===== src/rtl/sdram_ctrl_pkg.sv =====
// sdram_ctrl_pkg: constants shared by the sdr sdram command controller.
// assumes one 50 MHz system clock shared by host, controller and memory.
package sdram_ctrl_pkg;
  localparam int address_width_param = 23;
  localparam int data_width_param = 32;
  localparam int MASK_W = data_width_param / 8;
  // host address map: column, row, bank, chip select
  localparam int COL_LSB = 0;
  localparam int COL_W = 8;
  localparam int ROW_LSB = 8;
  localparam int ROW_W = 12;
  localparam int BANK_LSB = 20;
  localparam int CS_BIT = 22;
  localparam int AP_BIT = 10;
  // host command codes
  localparam logic [2:0] HC_NOP = 3'h0;
  localparam logic [2:0] HC_READ = 3'h1;
  localparam logic [2:0] HC_WRITE = 3'h2;
  localparam logic [2:0] HC_REFRESH = 3'h3;
  localparam logic [2:0] HC_PRECHARGE = 3'h4;
  localparam logic [2:0] HC_LOAD_MODE = 3'h5;
  localparam logic [2:0] HC_LOAD_CONFIG = 3'h6;
  localparam logic [2:0] HC_LOAD_PERIOD = 3'h7;
  // memory bus commands as {row strobe, column strobe, write enable}
  localparam logic [2:0] MC_NOP = 3'h7;
  localparam logic [2:0] MC_ACT = 3'h3;
  localparam logic [2:0] MC_RD = 3'h5;
  localparam logic [2:0] MC_WR = 3'h4;
  localparam logic [2:0] MC_BT = 3'h6;
  localparam logic [2:0] MC_PCH = 3'h2;
  localparam logic [2:0] MC_ARF = 3'h1;
  localparam logic [2:0] MC_LMR = 3'h0;
  // configuration word fields
  localparam int CFG_CL_LSB = 0;
  localparam int CFG_RCD_LSB = 2;
  localparam int CFG_RRD_LSB = 4;
  localparam int CFG_PM_BIT = 8;
  localparam int CFG_BL_LSB = 9;
  // values after reset
  localparam logic [1:0] CL_RST = 2'h3;
  localparam logic [1:0] RCD_RST = 2'h3;
  localparam logic [3:0] RRD_RST = 4'h7;
  localparam logic [3:0] BL_RST = 4'h8;
  localparam logic [15:0] PERIOD_RST = 16'h0186;
  // read buffer
  localparam int FIFO_DEPTH = 16;
  localparam int BURST_MAX = 8;
endpackage


===== src/rtl/sdr_sdram_command_controller.sv =====
// sdr_sdram_command_controller: host command port to sdr sdram bus,
// with a read data buffer. assumes host and memory share clk_sys_i.
//
// Summary of operation
// - memory commands encoded on row/column strobe and write enable.
// - a cycle with both chip selects high is a no-op.
// - a bank is activated with row and bank before read or write.
// - an open bank with another row is precharged, then reactivated.
// - first read word returns a cas latency after the read.
// - bursts run word by word up to the configured burst length.
// - auto refresh issued periodically from a 16-bit refresh counter.
// - all signals synchronous to one clock, outputs from registers.
// - address bit 10 picks all banks or one bank on precharge.
// - load mode drives the op-code on the memory address.
// - two-bit bank select goes with activate, read, write, precharge.
// - two separate active-low chip selects.
// - high mask bit blocks its byte; host masks go to memory masks.
// - three-bit host command codes from no-op to load period.
// - command, address and data captured on the next rising edge.
// - each accepted command acked for one clock as memory work starts.
// - no-op does nothing and leaves running accesses alone.
// - read is activate then read; data rcd+cl+2 clocks after ack.
// - page mode runs reads and writes without auto precharge.
// - write data first with command, rest from rcd-1 after ack.
// - config word: cl, rcd, refresh duration, page mode, burst.
// - load period takes 16 bits: clocks between auto refreshes.
// - load mode copies host address 11:0 onto memory address 11:0.
`timescale 1ns/10ps

module sync_fifo
#(
  parameter int WIDTH = 32,
  parameter int DEPTH = 16
)
(
  input wire logic clk_sys_i,
  input wire logic rst_i,
  input wire logic in_valid_i,
  output logic in_ready_o,
  input wire logic [WIDTH-1:0] in_data_i,
  output logic out_valid_o,
  input wire logic out_ready_i,
  output logic [WIDTH-1:0] out_data_o,
  output logic [$clog2(DEPTH):0] level_o
);
  localparam int AW = $clog2(DEPTH);
  logic [WIDTH-1:0] mem_reg [DEPTH];
  logic [AW-1:0] wr_ptr_reg;
  logic [AW-1:0] rd_ptr_reg;
  logic [AW:0] count_reg;
  logic push;
  logic load;
  logic pop;
  logic bypass;
  logic store;

  assign in_ready_o = count_reg != (AW+1)'(DEPTH);
  assign push = in_valid_i && in_ready_o;
  assign load = !out_valid_o || out_ready_i;
  assign pop = load && (count_reg != '0);
  // an empty buffer hands the word straight to the output stage when that stage can load
  assign bypass = load && (count_reg == '0) && push;
  assign store = push && !bypass;
  assign level_o = count_reg;

  always_ff @(posedge clk_sys_i)
  begin
    if (store)
    begin
      mem_reg[wr_ptr_reg] <= in_data_i;
    end
  end

  always_ff @(posedge clk_sys_i or posedge rst_i)
  begin
    if (rst_i)
    begin
      wr_ptr_reg <= '0;
      rd_ptr_reg <= '0;
      count_reg <= '0;
    end
    else
    begin
      if (store)
      begin
        wr_ptr_reg <= wr_ptr_reg + 1'b1;
      end
      if (pop)
      begin
        rd_ptr_reg <= rd_ptr_reg + 1'b1;
      end
      if (store && !pop)
      begin
        count_reg <= count_reg + 1'b1;
      end
      else if (pop && !store)
      begin
        count_reg <= count_reg - 1'b1;
      end
    end
  end

  always_ff @(posedge clk_sys_i or posedge rst_i)
  begin
    if (rst_i)
    begin
      out_valid_o <= 1'b0;
      out_data_o <= '0;
    end
    else if (load)
    begin
      out_valid_o <= pop || bypass;
      if (pop)
      begin
        out_data_o <= mem_reg[rd_ptr_reg];
      end
      else if (bypass)
      begin
        out_data_o <= in_data_i;
      end
    end
  end
endmodule

module sdr_sdram_command_controller
(
  input wire logic clk_sys_i,
  input wire logic rst_i,
  input wire logic [2:0] cmd_i,
  input wire logic [22:0] addr_i,
  input wire logic [31:0] write_data_in_i,
  input wire logic [3:0] write_byte_mask_i,
  output logic command_ack_o,
  output logic [31:0] read_data_out_o,
  output logic read_data_valid_o,
  input wire logic read_data_ready_i,
  output logic [11:0] mem_address_out_o,
  output logic [1:0] mem_bank_o,
  output logic [1:0] mem_cs_n_o,
  output logic mem_cke_o,
  output logic mem_ras_n_o,
  output logic mem_cas_n_o,
  output logic mem_we_n_o,
  input wire logic [31:0] mem_dq_i,
  output logic [31:0] mem_dq_o,
  output logic mem_dq_oe_o,
  output logic [3:0] mem_dqm_o
);
  typedef enum logic [2:0] {ST_IDLE, ST_PRE_WAIT, ST_ACT_WAIT, ST_BURST,
    ST_RECOVER} state_e;

  function automatic logic [1:0] bank_of(input logic [22:0] a);
    return a[sdram_ctrl_pkg::BANK_LSB +: 2];
  endfunction

  function automatic logic [12:0] tag_of(input logic [22:0] a);
    return {a[sdram_ctrl_pkg::CS_BIT],
      a[sdram_ctrl_pkg::ROW_LSB +: sdram_ctrl_pkg::ROW_W]};
  endfunction

  function automatic logic [1:0] cs_of(input logic [22:0] a);
    return a[sdram_ctrl_pkg::CS_BIT] ? 2'h1 : 2'h2;
  endfunction

  function automatic logic [3:0] dec1(input logic [3:0] x);
    return (x == 4'h0) ? 4'h0 : x - 4'h1;
  endfunction

  function automatic logic [1:0] eff(input logic [1:0] x);
    return (x == 2'h0) ? 2'h1 : x;
  endfunction

  state_e state_reg;
  logic [3:0] wait_reg;
  logic [3:0] burst_reg;
  logic op_write_reg;
  logic op_ap_reg;
  logic [22:0] addr_hold_reg;
  logic [31:0] wdata0_reg;
  logic [3:0] mask0_reg;
  logic [1:0] cl_reg;
  logic [1:0] rcd_reg;
  logic [3:0] rrd_reg;
  logic pm_reg;
  logic [3:0] bl_reg;
  logic [15:0] period_reg;
  logic [15:0] ref_cnt_reg;
  logic ref_due_reg;
  logic [3:0] open_reg;
  logic [12:0] row_reg [4];
  logic [2:0] mcmd_reg;
  logic [31:0] wstage_reg;
  logic [3:0] mstage_reg;
  logic [2:0] rd_pipe_reg;
  logic [31:0] cap_reg;
  logic cap_valid_reg;
  logic fifo_in_ready;
  logic [4:0] fifo_level;
  logic [22:0] cur_addr;
  logic [1:0] cur_bank;
  logic idle;
  logic ref_pch;
  logic ref_arf;
  logic rd_room;
  logic host_go;
  logic acc_go;
  logic hit;
  logic iss_act;
  logic iss_pch_bank;
  logic iss_pch_all;
  logic iss_arf;
  logic iss_lmr;
  logic iss_rw;
  logic rd_live;

  assign mem_ras_n_o = mcmd_reg[2];
  assign mem_cas_n_o = mcmd_reg[1];
  assign mem_we_n_o = mcmd_reg[0];

  assign idle = state_reg == ST_IDLE;
  assign cur_addr = idle ? addr_i : addr_hold_reg;
  assign cur_bank = bank_of(cur_addr);
  assign hit = open_reg[cur_bank] &&
    (row_reg[cur_bank] == tag_of(cur_addr));
  // refresh wins over a waiting host command, which simply is not acked
  assign ref_pch = idle && ref_due_reg && (open_reg != 4'h0);
  assign ref_arf = idle && ref_due_reg && (open_reg == 4'h0);
  // a read starts only when the buffer can take a whole burst
  assign rd_room = fifo_in_ready && (fifo_level <=
    5'(sdram_ctrl_pkg::FIFO_DEPTH - sdram_ctrl_pkg::BURST_MAX));
  // the host may still hold its command in the ack cycle: take it once
  assign host_go = idle && !ref_due_reg && !command_ack_o &&
    (cmd_i != sdram_ctrl_pkg::HC_NOP) &&
    ((cmd_i != sdram_ctrl_pkg::HC_READ) || rd_room);
  assign acc_go = host_go && ((cmd_i == sdram_ctrl_pkg::HC_READ) ||
    (cmd_i == sdram_ctrl_pkg::HC_WRITE));
  assign iss_pch_bank = acc_go && open_reg[cur_bank] && !hit;
  assign iss_act = (acc_go && !open_reg[cur_bank]) ||
    ((state_reg == ST_PRE_WAIT) && (wait_reg == 4'h0));
  assign iss_rw = (state_reg == ST_ACT_WAIT) && (wait_reg == 4'h0);
  assign iss_pch_all = ref_pch ||
    (host_go && (cmd_i == sdram_ctrl_pkg::HC_PRECHARGE));
  assign iss_arf = ref_arf ||
    (host_go && (cmd_i == sdram_ctrl_pkg::HC_REFRESH));
  assign iss_lmr = host_go && (cmd_i == sdram_ctrl_pkg::HC_LOAD_MODE);
  assign rd_live = (state_reg == ST_BURST) && !op_write_reg;

  // sequencer; a hit in page mode waits rcd too, so its latency matches a closed bank
  always_ff @(posedge clk_sys_i or posedge rst_i)
  begin
    if (rst_i)
    begin
      state_reg <= ST_IDLE;
      wait_reg <= 4'h0;
      burst_reg <= 4'h0;
      op_write_reg <= 1'b0;
      op_ap_reg <= 1'b1;
      addr_hold_reg <= '0;
      wdata0_reg <= '0;
      mask0_reg <= '0;
    end
    else
    begin
      case (state_reg)
        ST_IDLE:
        begin
          if (ref_pch || iss_pch_all || iss_lmr)
          begin
            state_reg <= ST_RECOVER;
            wait_reg <= dec1({2'h0, rcd_reg});
          end
          else if (iss_arf)
          begin
            state_reg <= ST_RECOVER;
            wait_reg <= dec1(rrd_reg);
          end
          else if (acc_go)
          begin
            state_reg <= iss_pch_bank ? ST_PRE_WAIT : ST_ACT_WAIT;
            wait_reg <= dec1({2'h0, rcd_reg});
            op_write_reg <= cmd_i == sdram_ctrl_pkg::HC_WRITE;
            op_ap_reg <= !pm_reg;
            addr_hold_reg <= addr_i;
            wdata0_reg <= write_data_in_i;
            mask0_reg <= write_byte_mask_i;
          end
        end
        ST_PRE_WAIT:
        begin
          if (wait_reg == 4'h0)
          begin
            state_reg <= ST_ACT_WAIT;
            wait_reg <= dec1({2'h0, rcd_reg});
          end
          else
          begin
            wait_reg <= wait_reg - 4'h1;
          end
        end
        ST_ACT_WAIT:
        begin
          if (wait_reg == 4'h0)
          begin
            state_reg <= ST_BURST;
            burst_reg <= dec1(bl_reg);
          end
          else
          begin
            wait_reg <= wait_reg - 4'h1;
          end
        end
        ST_BURST:
        begin
          if (burst_reg == 4'h0)
          begin
            state_reg <= ST_RECOVER;
            wait_reg <= op_write_reg ? dec1({2'h0, rcd_reg}) :
              {2'h0, cl_reg} + {2'h0, rcd_reg};
          end
          else
          begin
            burst_reg <= burst_reg - 4'h1;
          end
        end
        ST_RECOVER:
        begin
          if (wait_reg == 4'h0)
          begin
            state_reg <= ST_IDLE;
          end
          else
          begin
            wait_reg <= wait_reg - 4'h1;
          end
        end
        default:
        begin
          state_reg <= ST_IDLE;
        end
      endcase
    end
  end

  // memory command bus; deselect is the idle no-op
  always_ff @(posedge clk_sys_i or posedge rst_i)
  begin
    if (rst_i)
    begin
      mcmd_reg <= sdram_ctrl_pkg::MC_NOP;
      mem_cs_n_o <= 2'h3;
      mem_address_out_o <= '0;
      mem_bank_o <= 2'h0;
      mem_cke_o <= 1'b0;
      command_ack_o <= 1'b0;
    end
    else
    begin
      mem_cke_o <= 1'b1;
      command_ack_o <= host_go;
      mcmd_reg <= sdram_ctrl_pkg::MC_NOP;
      mem_cs_n_o <= 2'h3;
      if (iss_act)
      begin
        mcmd_reg <= sdram_ctrl_pkg::MC_ACT;
        mem_cs_n_o <= cs_of(cur_addr);
        mem_address_out_o <= cur_addr[sdram_ctrl_pkg::ROW_LSB +: 12];
        mem_bank_o <= cur_bank;
      end
      else if (iss_pch_bank)
      begin
        mcmd_reg <= sdram_ctrl_pkg::MC_PCH;
        mem_cs_n_o <= cs_of(cur_addr);
        mem_address_out_o <= 12'h000;
        mem_bank_o <= cur_bank;
      end
      else if (iss_rw)
      begin
        mcmd_reg <= op_write_reg ? sdram_ctrl_pkg::MC_WR :
          sdram_ctrl_pkg::MC_RD;
        mem_cs_n_o <= cs_of(cur_addr);
        mem_address_out_o <= 12'(addr_hold_reg[sdram_ctrl_pkg::COL_LSB +:
          sdram_ctrl_pkg::COL_W]);
        mem_address_out_o[sdram_ctrl_pkg::AP_BIT] <= op_ap_reg;
        mem_bank_o <= cur_bank;
      end
      else if (iss_pch_all)
      begin
        mcmd_reg <= sdram_ctrl_pkg::MC_PCH;
        mem_cs_n_o <= 2'h0;
        mem_address_out_o <= 12'h400;
      end
      else if (iss_arf)
      begin
        mcmd_reg <= sdram_ctrl_pkg::MC_ARF;
        mem_cs_n_o <= 2'h0;
      end
      else if (iss_lmr)
      begin
        mcmd_reg <= sdram_ctrl_pkg::MC_LMR;
        mem_cs_n_o <= 2'h0;
        mem_address_out_o <= addr_i[11:0];
        mem_bank_o <= 2'h0;
      end
    end
  end

  // open row per bank; auto precharge closes it with the read or write
  always_ff @(posedge clk_sys_i or posedge rst_i)
  begin
    if (rst_i)
    begin
      open_reg <= 4'h0;
      for (int i = 0; i < 4; i++)
      begin
        row_reg[i] <= '0;
      end
    end
    else if (iss_pch_all)
    begin
      open_reg <= 4'h0;
    end
    else if (iss_pch_bank || (iss_rw && op_ap_reg))
    begin
      open_reg[cur_bank] <= 1'b0;
    end
    else if (iss_act)
    begin
      open_reg[cur_bank] <= 1'b1;
      row_reg[cur_bank] <= tag_of(cur_addr);
    end
  end

  always_ff @(posedge clk_sys_i or posedge rst_i)
  begin
    if (rst_i)
    begin
      cl_reg <= sdram_ctrl_pkg::CL_RST;
      rcd_reg <= sdram_ctrl_pkg::RCD_RST;
      rrd_reg <= sdram_ctrl_pkg::RRD_RST;
      pm_reg <= 1'b0;
      bl_reg <= sdram_ctrl_pkg::BL_RST;
      period_reg <= sdram_ctrl_pkg::PERIOD_RST;
    end
    else if (host_go && (cmd_i == sdram_ctrl_pkg::HC_LOAD_CONFIG))
    begin
      cl_reg <= addr_i[sdram_ctrl_pkg::CFG_CL_LSB +: 2];
      rcd_reg <= addr_i[sdram_ctrl_pkg::CFG_RCD_LSB +: 2];
      rrd_reg <= addr_i[sdram_ctrl_pkg::CFG_RRD_LSB +: 4];
      pm_reg <= addr_i[sdram_ctrl_pkg::CFG_PM_BIT];
      bl_reg <= addr_i[sdram_ctrl_pkg::CFG_BL_LSB +: 4];
    end
    else if (host_go && (cmd_i == sdram_ctrl_pkg::HC_LOAD_PERIOD))
    begin
      period_reg <= addr_i[15:0];
    end
  end

  // a period of zero stops auto refresh; a new due beats the clear
  always_ff @(posedge clk_sys_i or posedge rst_i)
  begin
    if (rst_i)
    begin
      ref_cnt_reg <= 16'h0000;
      ref_due_reg <= 1'b0;
    end
    else
    begin
      if ((period_reg != 16'h0000) &&
          (ref_cnt_reg >= period_reg - 16'h0001))
      begin
        ref_cnt_reg <= 16'h0000;
        ref_due_reg <= 1'b1;
      end
      else
      begin
        ref_cnt_reg <= ref_cnt_reg + 16'h0001;
        if (ref_arf)
        begin
          ref_due_reg <= 1'b0;
        end
      end
    end
  end

  // write path: two stages so host word k lands at rcd+k after the ack
  always_ff @(posedge clk_sys_i or posedge rst_i)
  begin
    if (rst_i)
    begin
      wstage_reg <= '0;
      mstage_reg <= '0;
      mem_dq_o <= '0;
      mem_dq_oe_o <= 1'b0;
      mem_dqm_o <= '0;
    end
    else
    begin
      wstage_reg <= write_data_in_i;
      mstage_reg <= write_byte_mask_i;
      if (iss_rw && op_write_reg)
      begin
        mem_dq_o <= wdata0_reg;
        mem_dqm_o <= mask0_reg;
        mem_dq_oe_o <= 1'b1;
      end
      else if ((state_reg == ST_BURST) && op_write_reg &&
               (burst_reg != 4'h0))
      begin
        mem_dq_o <= wstage_reg;
        mem_dqm_o <= mstage_reg;
        mem_dq_oe_o <= 1'b1;
      end
      else
      begin
        mem_dqm_o <= 4'h0;
        mem_dq_oe_o <= 1'b0;
      end
    end
  end

  // read path: words are caught a cas latency after each burst slot
  always_ff @(posedge clk_sys_i or posedge rst_i)
  begin
    if (rst_i)
    begin
      rd_pipe_reg <= 3'h0;
      cap_reg <= '0;
      cap_valid_reg <= 1'b0;
    end
    else
    begin
      rd_pipe_reg <= {rd_pipe_reg[1:0], rd_live};
      cap_valid_reg <= rd_pipe_reg[eff(cl_reg) - 2'h1];
      cap_reg <= mem_dq_i;
    end
  end

  sync_fifo #(
    .WIDTH(sdram_ctrl_pkg::data_width_param),
    .DEPTH(sdram_ctrl_pkg::FIFO_DEPTH)
  ) u_read_fifo (
    .clk_sys_i(clk_sys_i),
    .rst_i(rst_i),
    .in_valid_i(cap_valid_reg),
    .in_ready_o(fifo_in_ready),
    .in_data_i(cap_reg),
    .out_valid_o(read_data_valid_o),
    .out_ready_i(read_data_ready_i),
    .out_data_o(read_data_out_o),
    .level_o(fifo_level)
  );

  // helpers watched only by the checks below
  logic [5:0] since_ack_reg;
  logic lat_arm_reg;
  logic [3:0] burst_seen_reg;

  always_ff @(posedge clk_sys_i or posedge rst_i)
  begin
    if (rst_i)
    begin
      since_ack_reg <= 6'h00;
      lat_arm_reg <= 1'b0;
      burst_seen_reg <= 4'h0;
    end
    else
    begin
      burst_seen_reg <= (state_reg == ST_BURST) ?
        burst_seen_reg + 4'h1 : 4'h0;
      if (host_go)
      begin
        since_ack_reg <= 6'h00;
        lat_arm_reg <= (cmd_i == sdram_ctrl_pkg::HC_READ) && !iss_pch_bank;
      end
      else if (since_ack_reg != 6'h3f)
      begin
        since_ack_reg <= since_ack_reg + 6'h01;
      end
    end
  end
endmodule


===== config.mk =====
export PLATFORM = sky130hd
export DESIGN_NAME = sdr_sdram_command_controller
export DESIGN_NICKNAME = d
export VERILOG_FILES = /design/src/rtl/sdram_ctrl_pkg.sv /design/src/rtl/sdr_sdram_command_controller.sv
export SDC_FILE = /design/constraint.sdc
export NUM_CORES = 1
export LEC_CHECK = 0
export ABC_AREA = 1
export ABC_CLOCK_PERIOD_IN_PS = 17100
export BUFFER_PORTS_ARGS = -buffer_cell sky130_fd_sc_hd__buf_4
export CAP_MARGIN = 20
export CELL_PAD_IN_SITES_DETAIL_PLACEMENT = 0
export CELL_PAD_IN_SITES_GLOBAL_PLACEMENT = 1
export CORE_ASPECT_RATIO = 1.4
export CORE_UTILIZATION = 25
export CTS_CLUSTER_SIZE = 16
export DETAILED_ROUTE_END_ITERATION = 10
export GPL_TIMING_DRIVEN = 0
export PLACE_DENSITY = 0.44
export SYNTH_ARGS = -nofsm -noshare
export SYNTH_HDL_FRONTEND = slang
export SYNTH_SLANG_ARGS = --single-unit

===== constraint.sdc =====
create_clock -name clk_sys_i -period 17.1 [get_ports clk_sys_i]
set_clock_uncertainty 0.05 [all_clocks]
set_input_delay 4.275 -clock clk_sys_i [delete_from_list [all_inputs] [get_ports clk_sys_i]]
set_output_delay 4.275 -clock clk_sys_i [all_outputs]
set_load 0.02 [all_outputs]

# Yosys cells after proc, flatten, opt, wreduce, memory -nomap -nowiden
# Memories as Yosys holds them, arrays and structs flattened.
# Cells that the tools add are included.
# totals
register_bits,350
mem_bits_rw,512
inputBits,97
output_inout_bits,91
mem_count,1
# mem_list
name,depth,word_bits,rd,rd_clocked_by_memory_dff,wr,line,text
u_read_fifo.mem_reg,16,32,1,0,1,sdr_sdram_command_controller.sv:47,logic [WIDTH-1:0] mem_reg [DEPTH];
# classes
addsub,13
n_lt_le_gt_ge,7
n_eq_ne,24
n_mux,81
bitwise_logic,9
reduce_logical,88
# op_table
cell,count
two-way mux 32 bit,4
two-way mux 12 bit,6
two-way mux 4 bit,17
bitwise mux 52 bit,1
two-way mux 13 bit,3
two-way mux 3 bit,13
logical AND 1 bit,35
two-way mux 2 bit,15
binary-select mux 13 bit (select 2 bit),1
demux 13 bit (select 2 bit),1
two-way mux 23 bit,1
logical NOT 4 bit,5
"adder 16 x 1 -> 16 bit, second input constant",1
greater-or-equal comparator 16 bit,1
two-way mux 16 bit,1
one-hot mux 4 bit (4 select lines),1
nonzero test 16 bit,1
nonzero test 4 bit,4
"subtractor 16 x 1 -> 16 bit, second input constant",1
"subtractor 4 x 1 -> 4 bit, second input constant",4
"equality test 3 bit, second input constant",5
one-hot mux 3 bit (5 select lines),1
equality test 13 bit,1
"equality test 3 x 2 -> 1 bit, second input constant",4
42 further kinds,95

# Longest topological paths before layout
# Gate-level depths: netlist of run 1.
# logic_depth
word_depth,15
depth_mapped,21
ltp_nobuf,19

# Modules after synthesis
# A second synthesis of run 1 with hierarchy kept.
# hier_totals
cells_unflattened,3885
area_unflattened_um2,37638.6
# modules_own_cells
module,instances,cells_each,area_per_inst_um2,seq_area_each_um2
sync_fifo,1,2315,23954.2,16525.8
sdr_sdram_command_controller,1,1570,13684.4,7629.8

# Worst setup path after synthesis of run 1
# Ideal clock, no wire load.
# synth_path
kind,input to register
startpoint,input read_data_ready_i
endpoint,"memory u_read_fifo.mem_reg[11][0], enable pin"
setup_time_ns,0.421
t_arrival_ns,6.560
required_time_ns,16.629
slack_ns,10.069
cell_stages,5
path_buffers,0
cell_sequence,nor2_1 nand2_1 a41oi_1 nand2_1 nor2_1
# synth_between
elab_chain_cells,7
# synth_rtl
element,line,text
start: declaration,sdr_sdram_command_controller.sv:136,"input wire logic read_data_ready_i,"
logical OR 1 bit,sdr_sdram_command_controller.sv:59,assign load = !out_valid_o || out_ready_i;
logical AND 1 bit (2 in series),sdr_sdram_command_controller.sv:62,assign bypass = load && (count_reg == '0) && push;
logical NOT 1 bit,sdr_sdram_command_controller.sv:63,assign store = push && !bypass;
logical AND 1 bit,sdr_sdram_command_controller.sv:63,
net u_read_fifo.store,sdr_sdram_command_controller.sv:55,logic store;
two-way mux 1 bit,sdr_sdram_command_controller.sv:68,if (store)
two-way mux 1 bit (not written as such),sdr_sdram_command_controller.sv:70,mem_reg[wr_ptr_reg] <= in_data_i;
end: declaration,sdr_sdram_command_controller.sv:47,
# The timed path passes the listed nets, and every way through them passes these cells.

# Final worst setup path of run 1
# layout_path
startpoint,input read_data_ready_i
endpoint,"register u_read_fifo.count_reg[4], in the netlist u_read_fifo.level_o[4]"
# layout_between
elab_chain_cells,8
elab_cells_between_ends,12
classes_between,mux (1); reduce/logical (11)
# layout_rtl
element,line,text
logical OR 1 bit (*),sdr_sdram_command_controller.sv:59,
logical AND 1 bit (2 in series),sdr_sdram_command_controller.sv:62,
logical NOT 1 bit,sdr_sdram_command_controller.sv:63,
logical AND 1 bit,sdr_sdram_command_controller.sv:63,
logical NOT 1 bit,sdr_sdram_command_controller.sv:96,else if (pop && !store)
logical AND 1 bit,sdr_sdram_command_controller.sv:96,
nonzero test 2 bit (no line),-,
end signal: assignment,sdr_sdram_command_controller.sv:94,count_reg <= count_reg + 1'b1;
end signal: assignment,sdr_sdram_command_controller.sv:98,count_reg <= count_reg - 1'b1;
end: declaration,sdr_sdram_command_controller.sv:50,logic [AW:0] count_reg;
# Mark *: on every way between the ends. The rest lies on a longest branch, timed or not.
# A chain may end at the register's enable or synchronous reset.

==> results of run 1 <==
[report_power, final]
| part | internal, uW | switching, uW | total, uW |
|---|---|---|---|
| combinational | 907 | 2020 | 2930 |
| clock | 1330 | 929 | 2260 |
| sequential | 2600 | 241 | 2840 |
[worst max-delay path by stage]
stage                      start                      to  slack (ns)  depth (start not counted)
6_report       read_data_ready_i  u_read_fifo.level_o[4]        9.64                         15
5_1_grt        read_data_ready_i  u_read_fifo.level_o[4]        9.65                         14
4_1_cts        read_data_ready_i  u_read_fifo.level_o[4]        9.84                         15
3_5_place_dp   read_data_ready_i  u_read_fifo.level_o[4]        9.05                         15
3_3_place_gp               rst_i             row_reg[11]       -3.97                          2
2_1_floorplan              rst_i        addr_hold_reg[0]        3.10                          1
[worst max-delay path, stage by stage]
cell	delay, ns
buf_4	0.11
nor2_1	0.53
clkinv_1	0.34
nand2_1	0.37
clkbuf_1	0.83
ha_1	0.35
inv_1	0.12
fa_1	0.42
a21oi_1	0.18
nor2_1	0.06
nor2_1	0.11
nand2_1	0.06
nand2_1	0.05
nor2_1	0.05
xor2_1	0.13
[cells by family after synthesis]
logic type	after synthesis	synth area share, %
multiplexers	128	3.56
adder cells (fa/ha/maj)	34	1.22
AND/OR/NAND/NOR	888	10.1
other	1	0.0104
AO/OA/AOI/OAI	858	12.5
buffers and inverters	436	4.74
flip-flops	862	67.2
XOR/XNOR	29	0.706
[metal layers]
metal,vias to the layer above,global-route usage (%)
li1,11900,-
met1,12300,19.8
met2,545,32.3
met3,164,2.85
met4,0,6.60
met5,-,0
[layout by cell type, fill, tap and decap left out, types with 3 or more instances in the layout]
cell type   count
buf_12          9
nand2_1       478
a31oi_1        34
buf_4         189
clkbuf_1      157
nor2_4         17
clkinv_1       14
edfxtp_1      512
nand3_1       117
mux2i_1       128
o21ai_0       513
xnor2_1        11
clkinv_2       19
ha_1           32
buf_1          14
buf_6           5
o22ai_1        25
nor3_4          4
o32ai_1         8
nor2_1        232
nand4_1        16
nor3b_1         3
buf_2          16
dfstp_2        18
dfrtp_1       332
clkbuf_8       10
inv_6           3
nor3_1         12
bufinv_16      14
inv_1         257
o31ai_1         9
o21ai_1         9
and3_1          3
clkinvlp_4      4
buf_16         18
xor2_1         18
a21oi_1       241
clkbuf_16      99
nor4_1          3
o211ai_1        8
[cell type report]
type	instances	area, um2
Sequential cell	862	24200
Multi-Input combinational cell	1938	10200
Clock inverter	56	722
Buffer	173	714
Tap cell	1909	2390
Inverter	263	997
Timing Repair Buffer	216	2110
Clock buffer	130	2690
Fill cell	14800	98600
[per-stage QoR]
stage          instances  util, %  area, um2  setup WS (ns)
5_1_grt             5547     30.9      44000           9.65
3_3_place_gp        5332     27.9      39800          -3.97
3_5_place_dp        5360     28.4      40600           9.05
4_1_cts             5546     30.8      44000           9.84
6_report            5547     30.9      44000           9.64
2_1_floorplan       3236        -      36000           3.10
==> run_results.csv, run 1 <==
group,metric,value,unit
synthesis,synthTopCellsByArea,"edfxtp_1 (43%), dfrtp_1 (23%), o21ai_0 (7.1%), nand2_1 (5.0%), mux2i_1 (3.6%)",
sta,max_freq,134,MHz
clocking,cts_setup_buffers,0,
synthesis,syn_inst,3236,
worst_setup_path,rr_worst_depth,15,
power_and_ir_drop,vdd_drop_max,101,uV
worst_setup_path,cp.required,17.65,ns
place,numPortBuffers,187,
sta,period_share,43.6,%
synthesis,synth-edff-count,512,
sta,drv_slew,0,
routing,wl_met3,5.50,mm
synthesis,synthMostInstantiatedCell,"o21ai_0",
place,hpwl,88.5,mm
synthesis,synth_top_cells_by_count,"o21ai_0 (513), edfxtp_1 (512), nand2_1 (478)",
final_layout,antenna_cells,0,
sta,setup_violations,0,
sta,setup_tns,0,ns
clocking,cts_tree,"done",
grt,grt_usage,17.4,%
sta,finalHoldViolCount,0,
clocking,htreeDepth,3,
synthesis,yosysSeqAreaShare,67.2,%
synthesis,synth_area,36000,um2
synthesis,synth_top_area_cell,"edfxtp_1",
hold_path,worstHoldStart,"rd_pipe_reg[0]",
routing,m1WireLength,49.6,mm
worst_setup_path,timing.rr.start,"u_read_fifo.out_valid_o",
floorplanning,die_w,323,um
place,gp_congestion,0.763,
floorplanning,initial_core_util,25.2,%
worst_setup_path,path_max_fanout,10,
floorplanning,ios,188,
routing,wl_per_cell,22.8,um
power_and_ir_drop,power_density,182,nW/um2
grt,antenna_found_initial,1,
clocking,cts-root-buf,"clkbuf_16",
final_layout,layout-drive-gt1-share,12.1,%
routing,drc_errors,0,
clocking,cts.path.max_buffers,3,
grt,grt_pass1_vias,25900,
worst_setup_path,criticalPathCategory,"in2reg",
clocking,numCtsBuffers,99,
hold_path,whs_endpoint,"rd_pipe_reg[1]",
floorplanning,dieHeight,451,um
synthesis,synth_ff_type,"edfxtp_1",
power_and_ir_drop,finalPower,8020,uW
worst_setup_path,cp-start-kind,"input port",
routing,wl_met2,67.2,mm
routing,drtIter0Drc,1407,
synthesis,ys_warn_count,0,
final_layout,largest_reg_flops,512,
synthesis,syn_area_per_cell,11.1,um2
power_and_ir_drop,p_leak,0.0175,uW
synthesis,synth_cell_type_count,48,
worst_setup_path,setup.worst_path.end_class,"register",
floorplanning,row_count,164,
floorplanning,die_area,145000,um2
clocking,clock_latency,0.72,ns
sta,final.min_clock_period,7.46,ns
clocking,path_clk_slew,0.06,ns
synthesis,synthArstFlopShare,40.6,%
routing,dr.pass1.iters,5,
sta,rsz0062_at_grt,"false",
clocking,cts_resized,0,
clocking,clock_sinks,862,
routing,ant_nets,0,
grt,grt_pass1_wl,183,mm
hold_path,hold_depth,0,
worst_setup_path,rr_endpoint,"u_read_fifo.level_o[4]",
synthesis,ys_ff_latch,862,
worst_setup_path,crit_arrival,8.01,ns
clocking,holdBufCountCts,0,
status,status,"completed",
routing,num_vias,24900,
grt,grt_max_degree,103,
routing,dr.max_layer_used,"met4",
final_layout,syn_to_final_growth,22.4,%
sta,whs,0.324,ns
worst_setup_path,reg2reg_setup_slack,12.94,ns
sta,relSlewSlack,18.7,%
grt,gr-total-overflow,0,
synthesis,postSynthNetCount,3367,
job,maxCapViolCount,0,
routing,vias_per_cell,4.50,
sta,worstMarginPinSlew,1.22,ns
final_layout,final_net_count,3684,
floorplanning,core_area,143000,um2
hold_path,hold_class,"reg2reg",
synthesis,netlist.area_leader.share,42.8,%
routing,wl,126,mm
Note: power is estimated with default switching activity, not from simulation.
==> run 2, diff against run 1 <==
ABC_AREA = 0   (was 1)
ABC_CLOCK_PERIOD_IN_PS = 7500   (was 17100)
PLACE_DENSITY = 0.42   (was 0.44)
clock period = 7.5 ns   (was 17.1 ns; I/O delays follow)
==> run_results.csv, run 2 <==
group,metric,value,unit
synthesis,synthMostInstantiatedCell,"edfxtp_1",
sta,period_share,61.5,%
synthesis,synth_top_cells_by_count,"edfxtp_1 (512), dfrtp_1 (332), mux4_2 (163)",
synthesis,ys_warn_count,0,
clocking,htreeDepth,3,
sta,whs,0.324,ns
floorplanning,die_w,317,um
worst_setup_path,path_max_fanout,10,
routing,ant_nets,0,
sta,drv_slew,0,
power_and_ir_drop,finalPower,17100,uW
worst_setup_path,crit_arrival,5.13,ns
clocking,cts_setup_buffers,0,
sta,final.min_clock_period,4.61,ns
routing,num_vias,19900,
routing,drtIter0Drc,1193,
place,dp_slack,2.20,ns
hold_path,hold_class,"reg2reg",
synthesis,synth_cell_type_count,72,
final_layout,layoutNonFillerInstCount,4326,
clocking,numCtsBuffers,95,
routing,vias_per_cell,4.60,
power_and_ir_drop,pwr-share-clk,27.8,%
synthesis,netlist.area_leader.share,44.2,%
synthesis,syn_area_per_cell,16.6,um2
floorplanning,core_area,138000,um2
clocking,cts.path.max_buffers,3,
power_and_ir_drop,vdd_drop_max,168,uV
final_layout,final_net_count,2583,
sta,relSlewSlack,26.1,%
grt,grt_usage,14.8,%
worst_setup_path,cpMostUsedCell,"buf_4",
worst_setup_path,cp-start-kind,"input port",
worst_setup_path,setup.worst_path.end_class,"register",
floorplanning,row_count,161,
worst_setup_path,criticalPathCategory,"in2reg",
power_and_ir_drop,power_frac_comb,34.1,%
routing,wl,103,mm
worst_setup_path,cp.required,8.02,ns
power_and_ir_drop,p_leak,0.0159,uW
routing,dr.pass1.iters,6,
sta,setup_ws,2.89,ns
clocking,cts_tree,"done",
worst_setup_path,slowest_stage,"or4b_4",
place,numPortBuffers,184,
synthesis,synth-edff-count,512,
job,maxCapViolCount,0,
sta,finalHoldViolCount,0,
clocking,cts-root-buf,"clkbuf_16",
sta,setup_tns,0,ns
power_and_ir_drop,p_sw_share,33.8,%
power_and_ir_drop,power_density,399,nW/um2
sta,worstMarginPinSlew,1.11,ns
power_and_ir_drop,p_sw,5790,uW
grt,grt_pass1_wl,152,mm
grt,grt_max_degree,44,
synthesis,synthTopCellsByArea,"edfxtp_1 (44%), dfrtp_1 (24%), mux4_2 (11%), mux2_2 (2.9%), mux2i_1 (2.7%)",
floorplanning,die_area,141000,um2
routing,drc_errors,0,
grt,gr-total-overflow,0,
grt,antenna_found_initial,2,
synthesis,synth_top_area_cell,"edfxtp_1",
synthesis,ys_ff_latch,862,
synthesis,postSynthNetCount,2226,
final_layout,largest_reg_flops,512,
sta,setup_violations,0,
power_and_ir_drop,seqPwrFrac,38.1,%
grt,grt_pass1_vias,21700,
final_layout,final_common_cell,"edfxtp_1",
power_and_ir_drop,p_int,11300,uW
place,hpwl,71.0,mm
final_layout,layout_common_cells,"edfxtp_1 (512), dfrtp_1 (332), buf_4 (196), mux4_2 (163), nand2_1 (135)",
place,dp.cells,4146,
synthesis,syn_inst,2095,
clocking,path_clk_slew,0.06,ns
floorplanning,ios,188,
clocking,clock_latency,0.70,ns
floorplanning,initial_core_util,25.3,%
clocking,cts_resized,0,
synthesis,synth_area,34800,um2
final_layout,layout-drive-gt1-share,28.7,%
worst_setup_path,crit_chain,"buf_4, or4b_4, nand2_2, buf_6, mux2i_1, xor2_1, nor4_1, o211ai_1, o21ai_2, nand4_2, buf_4, o22a_1",
synthesis,yosysSeqAreaShare,69.4,%
routing,wl_per_cell,23.8,um
sta,rsz0062_at_grt,"false",
status,status,"completed",
place,gp_congestion,0.732,
clocking,clock_sinks,862,
clocking,holdBufCountCts,0,
floorplanning,dieHeight,444,um
synthesis,synthArstFlopShare,40.6,%
final_layout,syn_to_final_growth,23.2,%
synthesis,synth_ff_type,"edfxtp_1",
worst_setup_path,cpPeakStageDelay,0.53,ns
sta,max_freq,217,MHz
==> run 2: metal layers <==
metal / wire (um) / vias to the layer above / track usage [%]
met3: 4110 / 170 / 2.50
met5: 0 / - / 0
met2: 52700 / 428 / 26.0
met4: 3450 / 0 / 5.84
met1: 42600 / 10500 / 17.9
li1: - / 8803 / -
==> run 2: area by class of cell <==
cell class / count / area, um2
fillers: 13700 / 94900
flip-flops and latches: 862 / 24200
multi-input cells: 1106 / 10300
clock buffers: 127 / 2640
repair buffers: 260 / 2530
well taps: 1793 / 2240
clock inverters: 50 / 536
plain buffers: 112 / 474
inverters: 15 / 60.1
diodes: 1 / 2.50
==> run 2: metrics by stage <==
step                utilization [%]  cell area (um2)
finish                         31.1            42900
global route                   31.1            42900
CTS                            31.1            42900
detailed placement             28.8            39700
global placement               27.9            38400
floorplan                         -            34800
==> run 2: cells by family (layout without fill, tap and decap cells) <==
logic type / count (synthesis) / count (layout) / synth area share [%]
flip-flops: 862 / 862 / 69.4
AND/OR/NAND/NOR: 352 / 352 / 4.67
multiplexers: 351 / 351 / 16.3
AO/OA/AOI/OAI: 311 / 311 / 5.38
buffers and inverters: 127 / 564 / 1.52
XOR/XNOR: 57 / 57 / 1.43
adder cells (fa/ha/maj): 34 / 34 / 1.26
other: 1 / 2 / 0.0108
==> run 2: power groups by stage <==
stage / clock network (uW) / logic, uW / registers [uW]
floorplan: 0 / 3520 / 6670
global placement: 0 / 5630 / 6610
detailed placement: 0 / 5980 / 6620
CTS: 4930 / 6000 / 6530
global route: 5090 / 6370 / 6650
finish: 4760 / 5830 / 6520
==> run 2: path summary, 6_finish.rpt <==
check,startpoint,endpoint,slack [ns],cells past startpoint
setup / recovery,addr_i[21],mem_address_out_o[6],2.89,12
hold / removal,rd_pipe_reg[1],rd_pipe_reg[2],0.32,0
setup reg to reg,u_read_fifo.level_o[0],u_read_fifo.level_o[4],3.49,13
hold reg to reg,rd_pipe_reg[1],rd_pipe_reg[2],0.32,0
max in group asynchronous,rst_i,wstage_reg[6],4.30,7
min in group asynchronous,rst_i,cap_reg[0],1.29,2
==> run 2: worst max-delay path, delay by kind of cell <==
| family | cells | cell delay [ns] |
|---|---|---|
| AND/OR/NAND/NOR | 4 | 1.41 |
| buffers and inverters | 3 | 0.64 |
| XOR/XNOR | 1 | 0.08 |
| multiplexers | 1 | 0.23 |
| AO/OA/AOI/OAI | 3 | 0.88 |
